$ cat src/shared/adv_cfg.svh
`ifndef ADV_CFG_SVH
`define ADV_CFG_SVH

// ====================================================================
// timing
`define ADV_CLK_MHZ      40
`define ADV_WINDOW_US    40
`define ADV_WINDOW_CYC   (`ADV_WINDOW_US * `ADV_CLK_MHZ)
`define ADV_CNT_W        11

// ====================================================================
// register byte offsets
`define ADV_OFS_CTRL     12'h000
`define ADV_OFS_THRESH   12'h004
`define ADV_OFS_STATUS   12'h008

// ====================================================================
// control register fields
`define ADV_CTRL_TX_EN   0
`define ADV_CTRL_RX_EN   1
`define ADV_CTRL_EVEN_EN 2
`define ADV_CTRL_ODD_LO  4
`define ADV_CTRL_EVEN_LO 6
`define ADV_CTRL_W       8
`define ADV_CTRL_RST     8'h00

// ====================================================================
// threshold register
`define ADV_THR_W        8
`define ADV_THR_RST      8'h00

// ====================================================================
// pin routing
`define ADV_PINS         3

`endif

$ cat src/shared/adv_pkg.sv
package adv_pkg;
  `include "adv_cfg.svh"

  // ==================================================================
  // register decode result
  typedef enum logic [1:0] {
    ADV_REG_CTRL,
    ADV_REG_THRESH,
    ADV_REG_STATUS,
    ADV_REG_NONE
  } adv_reg_t;

  // ==================================================================
  // whole state of the controller
  typedef struct packed {
    logic [`ADV_CTRL_W-1:0] ctrl;        // enables and pin routing
    logic [`ADV_THR_W-1:0]  thresh;      // energy threshold
    logic                   retry_odd;   // parity of retry count
    logic                   rx_flip;     // receive-side toggle state
    logic                   pending;     // postponed toggle
    logic [`ADV_CNT_W-1:0]  sample_cnt;  // energy sample period
    logic [`ADV_CNT_W-1:0]  pre_cnt;     // preamble recency window
    logic [`ADV_PINS-1:0]   odd_val;     // primary select pin values
    logic [`ADV_PINS-1:0]   odd_oe;      // primary select enables
    logic [`ADV_PINS-1:0]   even_val;    // secondary select pin values
    logic [`ADV_PINS-1:0]   even_oe;     // secondary select enables
    logic                   pready;
    logic                   pslverr;
    logic [31:0]            prdata;
  } adv_state_t;
endpackage

$ cat src/core/adv_top.sv
// Summary of operation
// - unacknowledged frame retries on other antenna
// - receive diversity optional, enabled by software
// - sample channel energy every 40 us
// - toggle antenna when energy below threshold
// - postpone toggle during ack wait, reception
// - toggle only after recent good preamble
// - both modes share one select pair
// - primary select high on odd retries xor receive toggle
// - optional inverted secondary select, pin routed
`timescale 1ns/1ps
`include "adv_cfg.svh"

module adv_top (
  // clock and reset
  input  wire logic                         clk_in,
  input  wire logic                         rst_in,
  // apb slave
  input  wire logic                         psel_in,
  input  wire logic                         penable_in,
  input  wire logic                         pwrite_in,
  input  wire logic [11:0]                  paddr_in,
  input  wire logic [31:0]                  pwdata_in,
  output logic                              pready_out,
  output logic                              pslverr_out,
  output logic [31:0]                       prdata_out,
  // radio sequencer and modem status
  input  wire logic                         tx_frame_start_in,
  input  wire logic                         tx_retry_in,
  input  wire logic                         rx_listen_in,
  input  wire logic                         ack_wait_in,
  input  wire logic                         rx_busy_in,
  input  wire logic                         preamble_good_in,
  input  wire logic [`ADV_THR_W-1:0]        energy_in,
  // antenna_select_odd pins (switch_control_a)
  output logic [`ADV_PINS-1:0]              antenna_select_odd_out,
  output logic [`ADV_PINS-1:0]              antenna_select_odd_oe_out,
  // antenna_select_even pins (switch_control_b)
  output logic [`ADV_PINS-1:0]              antenna_select_even_out,
  output logic [`ADV_PINS-1:0]              antenna_select_even_oe_out
);
  import adv_pkg::*;

  // ==================================================================
  // constants and state
  localparam logic [`ADV_CNT_W-1:0] WIN_LAST = `ADV_CNT_W'(`ADV_WINDOW_CYC - 1);
  localparam logic [`ADV_CNT_W-1:0] WIN_FULL = `ADV_CNT_W'(`ADV_WINDOW_CYC);

  adv_state_t state;        // registered state
  adv_state_t next_state;   // next value

  // ==================================================================
  // address decode, shared by read and write paths
  function automatic adv_reg_t adv_decode(input logic [11:0] addr);
    unique case (addr)
      `ADV_OFS_CTRL:   adv_decode = ADV_REG_CTRL;
      `ADV_OFS_THRESH: adv_decode = ADV_REG_THRESH;
      `ADV_OFS_STATUS: adv_decode = ADV_REG_STATUS;
      default:         adv_decode = ADV_REG_NONE;
    endcase
  endfunction

  // ==================================================================
  // decoded helpers
  logic       tx_en;          // transmit diversity on
  logic       rx_en;          // receive diversity on
  logic       even_en;        // secondary select enabled
  logic [1:0] odd_route;      // primary select pin choice
  logic [1:0] even_route;     // secondary select pin choice
  logic       rx_active;      // receive diversity running now
  logic       tick;           // energy sample instant
  logic       pre_recent;     // preamble seen in window
  logic       want_toggle;    // low energy, toggle wanted
  logic       hold;           // activity forbids a toggle
  logic       antenna;        // combined select level
  logic       setup;          // apb setup phase
  logic       access;         // apb completing access
  adv_reg_t   sel_reg;        // decoded register

  assign tx_en      = state.ctrl[`ADV_CTRL_TX_EN];
  assign rx_en      = state.ctrl[`ADV_CTRL_RX_EN];
  assign even_en    = state.ctrl[`ADV_CTRL_EVEN_EN];
  assign odd_route  = state.ctrl[`ADV_CTRL_ODD_LO +: 2];
  assign even_route = state.ctrl[`ADV_CTRL_EVEN_LO +: 2];
  assign rx_active  = rx_en && rx_listen_in;
  assign tick       = rx_active && (state.sample_cnt == '0);
  assign pre_recent = (state.pre_cnt != '0);
  assign want_toggle = tick && (energy_in < state.thresh) && pre_recent;
  assign hold       = ack_wait_in || rx_busy_in;
  assign setup      = psel_in && !penable_in;
  assign access     = psel_in && penable_in && state.pready;
  assign sel_reg    = adv_decode(paddr_in);

  // ==================================================================
  // next-state logic
  always_comb begin
    next_state = state;
    // apb handshake: one cycle after setup, ready for one cycle
    next_state.pready  = setup;
    next_state.pslverr = setup && (sel_reg == ADV_REG_NONE);
    if (setup && !pwrite_in) begin
      unique case (sel_reg)
        ADV_REG_CTRL:   next_state.prdata = {24'h000000, state.ctrl};
        ADV_REG_THRESH: next_state.prdata = {24'h000000, state.thresh};
        ADV_REG_STATUS: next_state.prdata = {27'h0000000, pre_recent, state.pending,
                                             state.rx_flip, state.retry_odd, antenna};
        default:        next_state.prdata = 32'h00000000;
      endcase
    end
    // register writes take effect at the completing edge
    if (access && pwrite_in) begin
      unique case (sel_reg)
        ADV_REG_CTRL:   next_state.ctrl   = pwdata_in[`ADV_CTRL_W-1:0];
        ADV_REG_THRESH: next_state.thresh = pwdata_in[`ADV_THR_W-1:0];
        default:        ;
      endcase
    end
    // sample period counter, reloaded while idle
    if (!rx_active || tick) begin
      next_state.sample_cnt = WIN_LAST;
    end else begin
      next_state.sample_cnt = state.sample_cnt - `ADV_CNT_W'(1);
    end
    // preamble recency window
    if (preamble_good_in) begin
      next_state.pre_cnt = WIN_FULL;
    end else if (pre_recent) begin
      next_state.pre_cnt = state.pre_cnt - `ADV_CNT_W'(1);
    end
    // transmit side: flip on each unacknowledged retry
    if (tx_en && tx_retry_in) begin
      next_state.retry_odd = !state.retry_odd;
    end
    // receive side: toggle now, or postpone past activity
    if (!rx_en) begin
      next_state.pending = 1'b0;
    end else if (hold) begin
      if (want_toggle) begin
        next_state.pending = 1'b1;
      end
    end else if (want_toggle || state.pending) begin
      next_state.rx_flip = !state.rx_flip;
      next_state.pending = 1'b0;
    end
    // new frame restarts on the primary antenna
    if (tx_frame_start_in) begin
      next_state.retry_odd = 1'b0;
      next_state.rx_flip   = 1'b0;
      next_state.pending   = 1'b0;
    end
    // pin routing of the shared select pair
    for (int i = 0; i < `ADV_PINS; i++) begin
      next_state.odd_oe[i]   = (odd_route == 2'(i));
      next_state.even_oe[i]  = even_en && (even_route == 2'(i));
      next_state.odd_val[i]  = next_state.odd_oe[i] &&
                               (next_state.retry_odd ^ next_state.rx_flip);
      next_state.even_val[i] = next_state.even_oe[i] &&
                               !(next_state.retry_odd ^ next_state.rx_flip);
    end
  end

  // combined select level of the current state
  assign antenna = state.retry_odd ^ state.rx_flip;

  // ==================================================================
  // state register, synchronous reset
  always_ff @(posedge clk_in) begin
    if (rst_in) begin
      state            <= '0;
      state.ctrl       <= `ADV_CTRL_RST;
      state.thresh     <= `ADV_THR_RST;
      state.sample_cnt <= WIN_LAST;
      state.odd_oe     <= `ADV_PINS'(1);
    end else begin
      state <= next_state;
    end
  end

  // ==================================================================
  // outputs straight from the state register
  assign pready_out                 = state.pready;
  assign pslverr_out                = state.pslverr;
  assign prdata_out                 = state.prdata;
  assign antenna_select_odd_out     = state.odd_val;
  assign antenna_select_odd_oe_out  = state.odd_oe;
  assign antenna_select_even_out    = state.even_val;
  assign antenna_select_even_oe_out = state.even_oe;
endmodule

$ cat config.mk
export PLATFORM = sky130hd
export DESIGN_NAME = adv_top
export DESIGN_NICKNAME = d
export VERILOG_FILES = /design/src/shared/adv_pkg.sv /design/src/core/adv_top.sv
export VERILOG_INCLUDE_DIRS = /design/src /design/src/shared
export SDC_FILE = /design/constraint.sdc
export NUM_CORES = 1
export LEC_CHECK = 0
export BUFFER_PORTS_ARGS = -buffer_cell sky130_fd_sc_hd__buf_2
export CORE_MARGIN = 5
export CORE_UTILIZATION = 45
export CTS_CLUSTER_DIAMETER = 40
export DETAILED_ROUTE_END_ITERATION = 12
export GPL_TIMING_DRIVEN = 0
export PLACE_DENSITY = 0.73
export SLEW_MARGIN = 5
export SYNTH_ARGS = -nofsm -noshare
export SYNTH_HDL_FRONTEND = slang
export SYNTH_SLANG_ARGS = --single-unit
$ cat constraint.sdc
create_clock -name clk_in -period 5.3 [get_ports clk_in]
set_input_delay 1.06 -clock clk_in [delete_from_list [all_inputs] [get_ports clk_in]]
set_output_delay 1.06 -clock clk_in [all_outputs]
set_load 0.01 [all_outputs]
==> summary.txt, run 1 <==
Power and ir drop
  • Switching power total: 265.7 uW
  • Sw frac: 0.2394
  • Leakage Power: 0.001815 uW
  • Sequential share of power: 0.450
  • Maximum VDD drop: 0.0001147 V
  • Clock power share: 0.421
  • Final Power: 1110 uW
  • P_int: 844.0 uW
  • PwrDens: 287.4 nW/um^2
  • Combinational Power Share: 0.128

Clocking
  • Post-CTS Setup Inserts: 0
  • Total clock sinks: 63
  • CTS tree: built
  • Cts hold-fix bufs: 0
  • Cts repair resizes: 0
  • Largest buffer count on any clock path: 2
  • Clk_lat worst skew: 0.34 ns
  • Total number of H-tree levels: 3
  • CTS root buf: clkbuf_8
  • Clock-pin slew on the worst setup and hold paths: 0.07 ns
  • CTS buffer count: 9

GRT
  • Maximum number of pins on one net before global-route repair: 11
  • GRT Util Overall: 0.1552
  • Initial antenna violation count: 0
  • Vias in the first global route: 2406
  • First-pass GRT wire length: 10660 um
  • Total gr overflow: 0

Routing
  • Number of remaining DRC errors: 0
  • Drt first pass iters: 4
  • Total Routed Length: 6493 um
  • DR vias: 2482
  • Via-per-instance ratio: 4.657
  • Antenna-violating nets left: 0
  • DRT iter0 DRCs: 101
  • Wire length per cell: 12.18 um

Critical path
  • Crit-path cells: buf_2, ha_1, a211oi_1, o21ai_1, a2111oi_4, o211ai_2, xnor2_2, nor3b_1
  • Crit path max-delay family: compound AO/OA/AOI/OAI gates
  • R2R Setup Slk: 3.09 ns
  • Critical Path AT: 2.86 ns
  • Critical Path RT: 5.52 ns
  • Worst setup EP type: register
  • Max incr delay on CP: 0.40 ns
  • Worst path slowest cell: a2111oi_4
  • Crit-path max FO: 6
  • Buffers and inverters on the worst path: 1
  • CP Launch Type: input pin
  • Critical path class: input pin to register

Timing
  • Period minus WS final: 2.641 ns
  • Worst setup margin: 2.659 ns
  • Clk_skew: 0.009611 ns
  • Final setup vio count: 0
  • Unrepaired setup endpoints after global routing: false
  • Setup TNS: 0 ns
  • Rel. slew slack: 0.4935
  • Period utilisation layout: 0.4983
  • Worst slew pin tran: 0.7541 ns
  • Max Fclk: 378.7 MHz
  • Fin. max-slew vios: 0
  • Final Hold Vio Count: 0

Floorplan
  • IO Count: 109
  • Die footprint: 8738 um^2
  • Die height: 93.48 um
  • Core ar.: 6794 um^2
  • Initial core utilization: 0.4615
  • Die Wd: 93.48 um
  • Cell row count: 30

Logic synthesis
  • Main combinational cell family by area after synthesis: simple AND/OR/NAND/NOR gates
  • Register area share after synthesis: 0.4022
  • EDFF count, synth: 0
  • Async SR Flop Fraction: 0
  • Adder-Cell Fraction of Synth Area: 0.04389
  • XOR/XNOR Fraction of Synth Area: 0.05547
  • Main synth FF type: dfxtp_1
  • Synth Area in Simple Gates: 0.2075
  • Distinct cells, synth: 47
  • Mapped Cells: 339
  • Mux contribution to synthesized area: 0.07662
  • Ys Warns: 0
  • Seq cells post-synth: 63
  • Compound-Gate Fraction of Synth Area: 0.07861
  • Synthesized area per cell: 9.249 um^2
  • Synthesized area: 3136 um^2

Finish
  • # diodes: 0
  • Synthesis-to-finish area growth: 23.14%
  • Share of layout cells above drive strength 1: 0.2975
  • Fill cells: 620
  • NumNets Final: 506

Flow run
  • Max_cap viols: 0

Hold path
  • Tightest Hold Check Type: register to register

Status
  • Status: finished, final reports clean

Place
  • Global placement routability congestion: 0.8233
  • Placement Setup Slack: 2.295 ns
  • Detail Placement HPWL: 5006 um
  • Port bufs: 59
## path summary, 6_finish.rpt
check          startpoint                   endpoint  depth (start not counted)
min reg2reg     state[57]                  state[57]                          1
max          energy_in[2]  antenna_select_odd_out[1]                          8
max reg2reg     state[73]  antenna_select_odd_out[1]                          8
min             state[57]                  state[57]                          1
## sequential cells by signal (all words and copies together) (netlist names)
register	count
pslverr_out	1
antenna_select_even_oe_out	3
even_en	1
odd_route	2
even_route	2
prdata_out	8
rx_en	1
antenna_select_odd_out	3
antenna_select_odd_oe_out	3
pready_out	1
state	35
antenna_select_even_out	3
## power groups by stage
stage          sequential (uW)  combinational (uW)  clock, uW
2_1_floorplan              508                 107          0
5_1_grt                    501                 159        497
6_report                   499                 143        468
3_5_place_dp               510                 141          0
3_3_place_gp               509                 138          0
4_1_cts                    499                 142        478
## worst reg2reg max path, stage by stage (launching register included)
cell       delay (ns)
dfxtp_1          0.36
inv_1            0.05
ha_1             0.28
a211oi_1         0.23
o21ai_1          0.15
a2111oi_4        0.40
o211ai_2         0.16
xnor2_2          0.36
nor3b_1          0.10
## Yosys cell counts (all sizes together) (2+ instances only)
| library cell | n | share of area |
|---|---|---|
| a211oi | 2 | 0.0048 |
| o21ai | 6 | 0.0096 |
| a21oi | 6 | 0.0096 |
| nor2 | 44 | 0.053 |
| dfxtp | 63 | 0.40 |
| nor4 | 9 | 0.032 |
| or3 | 3 | 0.0060 |
| xnor2 | 8 | 0.025 |
| nand3 | 10 | 0.016 |
| buf | 48 | 0.11 |
| mux2i | 24 | 0.077 |
| a22oi | 8 | 0.019 |
| o211ai | 3 | 0.0088 |
| nand2b | 3 | 0.0060 |
| or2 | 3 | 0.0060 |
| nand2 | 18 | 0.022 |
| or4 | 3 | 0.0072 |
| o22ai | 2 | 0.0040 |
| nand4b | 2 | 0.0076 |
| and2 | 3 | 0.0060 |
| ha | 11 | 0.044 |
| nor3 | 6 | 0.0096 |
| nor2b | 3 | 0.0060 |
| inv | 13 | 0.016 |
| nor3b | 6 | 0.014 |
| clkbuf | 7 | 0.0084 |
| o21a | 3 | 0.0072 |
| xor2 | 11 | 0.031 |
## layer usage
metal	up-vias	routed length [um]	track usage
li1	1274	-	-
met1	1139	2947	0.1927
met2	57	3045	0.2549
met3	12	380	0.03781
met4	0	119	0.06593
met5	-	0	0
## metrics by stage
stage	cell area (um^2)	cells	util	hold WS, ns
3_5_place_dp	3637	517	0.5354	0.3869
6_report	3861	533	0.5683	0.3987
3_3_place_gp	3637	517	0.5354	0.3842
5_1_grt	3861	533	0.5683	0.4326
2_1_floorplan	3222	362	-	0.3715
4_1_cts	3861	533	0.5683	0.4018
## cell type report
type	instances	area, um^2	share of cell area
Clock buffer	13	158.9	0.04115
Tap cell	96	120.1	0.03111
Multi-Input combinational cell	231	1539	0.3986
Timing Repair Buffer	59	295.3	0.07647
Clock inverter	3	65.06	0.01685
Sequential cell	63	1261	0.3266
Buffer	55	372.9	0.09657
Inverter	13	48.80	0.01264
## cells in the final DEF, fill, tap and decap left out, types with 2 or more instances in the layout
master / instances
dfxtp_1: 63
buf_2: 60
nor2_1: 44
buf_4: 44
mux2i_1: 24
conb_1: 24
nand2_1: 18
inv_1: 13
xor2_1: 11
ha_1: 11
clkbuf_8: 11
nand3_1: 10
clkbuf_1: 9
a22oi_1: 8
xnor2_1: 7
nor3_1: 6
a21oi_1: 6
nor3b_1: 6
nor4_1: 5
o21ai_0: 4
or4_1: 3
or3_1: 3
and2_1: 3
nand2b_1: 3
or2_2: 3
buf_1: 3
nor2b_1: 3
o21a_1: 3
nor4_4: 2
nor4_2: 2
o211ai_1: 2
a211oi_1: 2
o21ai_1: 2
o22ai_1: 2
bufinv_16: 2
## cell families (layout without fill, tap and decap cells)
group           after synthesis  count (layout)
compound gates               34              34
xor+xnor                     19              19
fa+ha+maj                    11              11
buf+inv                      68             143
flops                        63              63
mux                          24              24
other cells                   1              24
simple gates                119             119
Power figures use the tool's default switching activity.
==> run 2, diff against run 1 <==
--- a/config.mk
+++ b/config.mk
@@ -12,7 +12,7 @@
 export CTS_CLUSTER_DIAMETER = 40
 export DETAILED_ROUTE_END_ITERATION = 12
 export GPL_TIMING_DRIVEN = 0
-export PLACE_DENSITY = 0.73
+export PLACE_DENSITY = 0.76
 export SLEW_MARGIN = 5
 export SYNTH_ARGS = -nofsm -noshare
 export SYNTH_HDL_FRONTEND = slang
==> constraint.sdc (replaced) <==
create_clock -name clk_in -period 2.3 [get_ports clk_in]
set_input_delay 0.46 -clock clk_in [delete_from_list [all_inputs] [get_ports clk_in]]
set_output_delay 0.46 -clock clk_in [all_outputs]
set_load 0.01 [all_outputs]
==> run 2 against run 1 <==
Compared with the run above:
- first-iteration DRC count shrank 30%
- combinational power up 130%
- register-to-register slack got worse by 2.9 ns
- wire length down 0.86%
- flip-flop and latch count unchanged
- die area unchanged
- via count down 2.1%
- cell count rose by 0.38%
- critical path depth is 1 higher
- power rose by 110%
- global-route usage shrank 0.12 points
- clock skew down 0.0029 ns
==> summary.txt, run 2 (same netlist as run 1, synthesis figures left out) <==
Finish
  • NumNets Final: 508
  • Commonest non-fill, non-tap cells in the layout: 62 x dfxtp_1, 60 x buf_2, 46 x buf_4
  • Number of flip-flops in the largest register: 35
  • # diodes: 0
  • Most common cell after layout, fill and taps aside: dfxtp_1
  • Fill cells: 643
  • Share of layout cells above drive strength 1: 0.3052
  • Synthesis-to-finish area growth: 22.11%
  • Biggest register: state

Timing
  • Rel. slew slack: 0.4669
  • Final hold slack: 0.3719 ns
  • Clk_skew: 0.006704 ns
  • Final Hold Vio Count: 0
  • Final setup vio count: 0
  • Unrepaired setup endpoints after global routing: false
  • Max Fclk: 467.7 MHz
  • Period utilisation layout: 0.9297
  • Worst setup margin: 0.1618 ns
  • Period minus WS final: 2.138 ns
  • Fin. max-slew vios: 0
  • Worst slew pin tran: 0.7937 ns

Hold path
  • Min-Delay Startpoint: pwdata_in[6]
  • Hold-critical path depth: 3
  • WHS Endpoint: state[77]
  • Tightest Hold Check Type: input pin to register

Critical path
  • Critical Path AT: 2.37 ns
  • Crit-path max FO: 6
  • Critical path class: register to register
  • Worst reg2reg startpoint: state[73]
  • Critical Path RT: 2.53 ns
  • Worst setup EP type: register
  • Worst R2R Path Depth: 9
  • R2R Path End: antenna_select_even_out[2]
  • R2R Setup Slk: 0.16 ns
  • CP Launch Type: register

Routing
  • Number of remaining DRC errors: 0
  • DRT iter0 DRCs: 71
  • DR vias: 2429
  • Drt first pass iters: 4
  • Via-per-instance ratio: 4.540
  • Wire length per cell: 12.03 um
  • Total Routed Length: 6437 um
  • Antenna-violating nets left: 0

Floorplan
  • Die height: 93.48 um
  • Die footprint: 8738 um^2
  • IO Count: 109
  • Die Wd: 93.48 um
  • Cell row count: 30
  • Core ar.: 6794 um^2
  • Initial core utilization: 0.4615

Power and ir drop
  • Maximum VDD drop: 0.0002522 V
  • Leakage Power: 0.001806 uW
  • PwrDens: 608.7 nW/um^2

Status
  • Status: finished, final reports clean

Flow run
  • Max_cap viols: 0

Place
  • Detail Placement HPWL: 4978 um
  • Global placement routability congestion: 0.8065
  • Port bufs: 59
  • Placement Setup Slack: -0.09601 ns

Clocking
  • Cts hold-fix bufs: 0
  • CTS tree: built
  • CTS buffer count: 9
  • Total number of H-tree levels: 3
  • Clk_lat worst skew: 0.34 ns
  • Total clock sinks: 63
  • CTS root buf: clkbuf_8
  • Largest buffer count on any clock path: 2
  • Clock-pin slew on the worst setup and hold paths: 0.07 ns

GRT
  • GRT Util Overall: 0.1539
  • Initial antenna violation count: 0
  • Vias in the first global route: 2396
  • Total gr overflow: 0
  • Maximum number of pins on one net before global-route repair: 11
  • First-pass GRT wire length: 10620 um
==> run 2: cell type report <==
class / instances / area [um^2] / area share
plain buffers: 55 / 372.9 / 0.09739
clock buffers: 12 / 155.1 / 0.04052
clock inverters: 4 / 20.02 / 0.005229
inverters: 13 / 48.80 / 0.01275
multi-input cells: 231 / 1539 / 0.4020
flip-flops and latches: 63 / 1262 / 0.3297
well taps: 96 / 120.1 / 0.03137
repair buffers: 61 / 310.3 / 0.08105
==> run 2: layer usage <==
metal  share of wire  wire length, um  vias to the layer above  GRT usage
met5               0                0                        -          0
met4           0.021              133                        0    0.08059
met3           0.056              360                       11    0.02977
met2            0.47             3000                       67     0.2561
met1            0.46             2943                     1078     0.1871
li1                -                -                     1273          -
==> run 2: worst max-delay path by stage <==
stage | from | endpoint | slack [ns]
finish | state[73] | antenna_select_even_out[2] | 0.16
global route | state[73] | antenna_select_odd_out[2] | 0.02
CTS | state[73] | antenna_select_odd_out[1] | 0.08
detailed placement | energy_in[2] | antenna_select_odd_out[1] | -0.1
global placement | energy_in[2] | antenna_select_odd_out[1] | -0.06
floorplan | energy_in[2] | antenna_select_even_out[0] | 0.21
==> run 2: critical path, stage by stage, from the launching register on <==
cell       delay (ns)
dfxtp_2          0.34
inv_1            0.04
ha_1             0.28
a211oi_1         0.22
o21ai_1          0.14
a2111oi_4        0.35
o211ai_2         0.17
xnor2_2          0.15
buf_4            0.16
o21a_1           0.16
==> run 2: stage by stage <==
stage          setup TNS (ns)    util  area [um^2]  power (uW)  cells
2_1_floorplan               0       -         3222        1418    362
3_3_place_gp          -0.2831  0.5354         3637        1492    517
3_5_place_dp          -0.4635  0.5354         3637        1499    517
4_1_cts                     0  0.5611         3812        2348    533
5_1_grt                     0  0.5635         3829        2437    535
6_report                    0  0.5635         3829        2331    535
==> run 2: power by group <==
group	leakage [uW]	total, uW	internal (uW)	switching [uW]
Clock	0.0000959	852	442	410
Combinational	0.00120	327	155	173
Sequential	0.000511	1150	1120	29.9
Total	0.00181	2330	1720	612
==> run 2: what timing repair did <==
action                                  4_1_cts  5_1_grt
endpoints found under the setup margin        0        6
buffers inserted                              0        2
resized for setup                             0        1
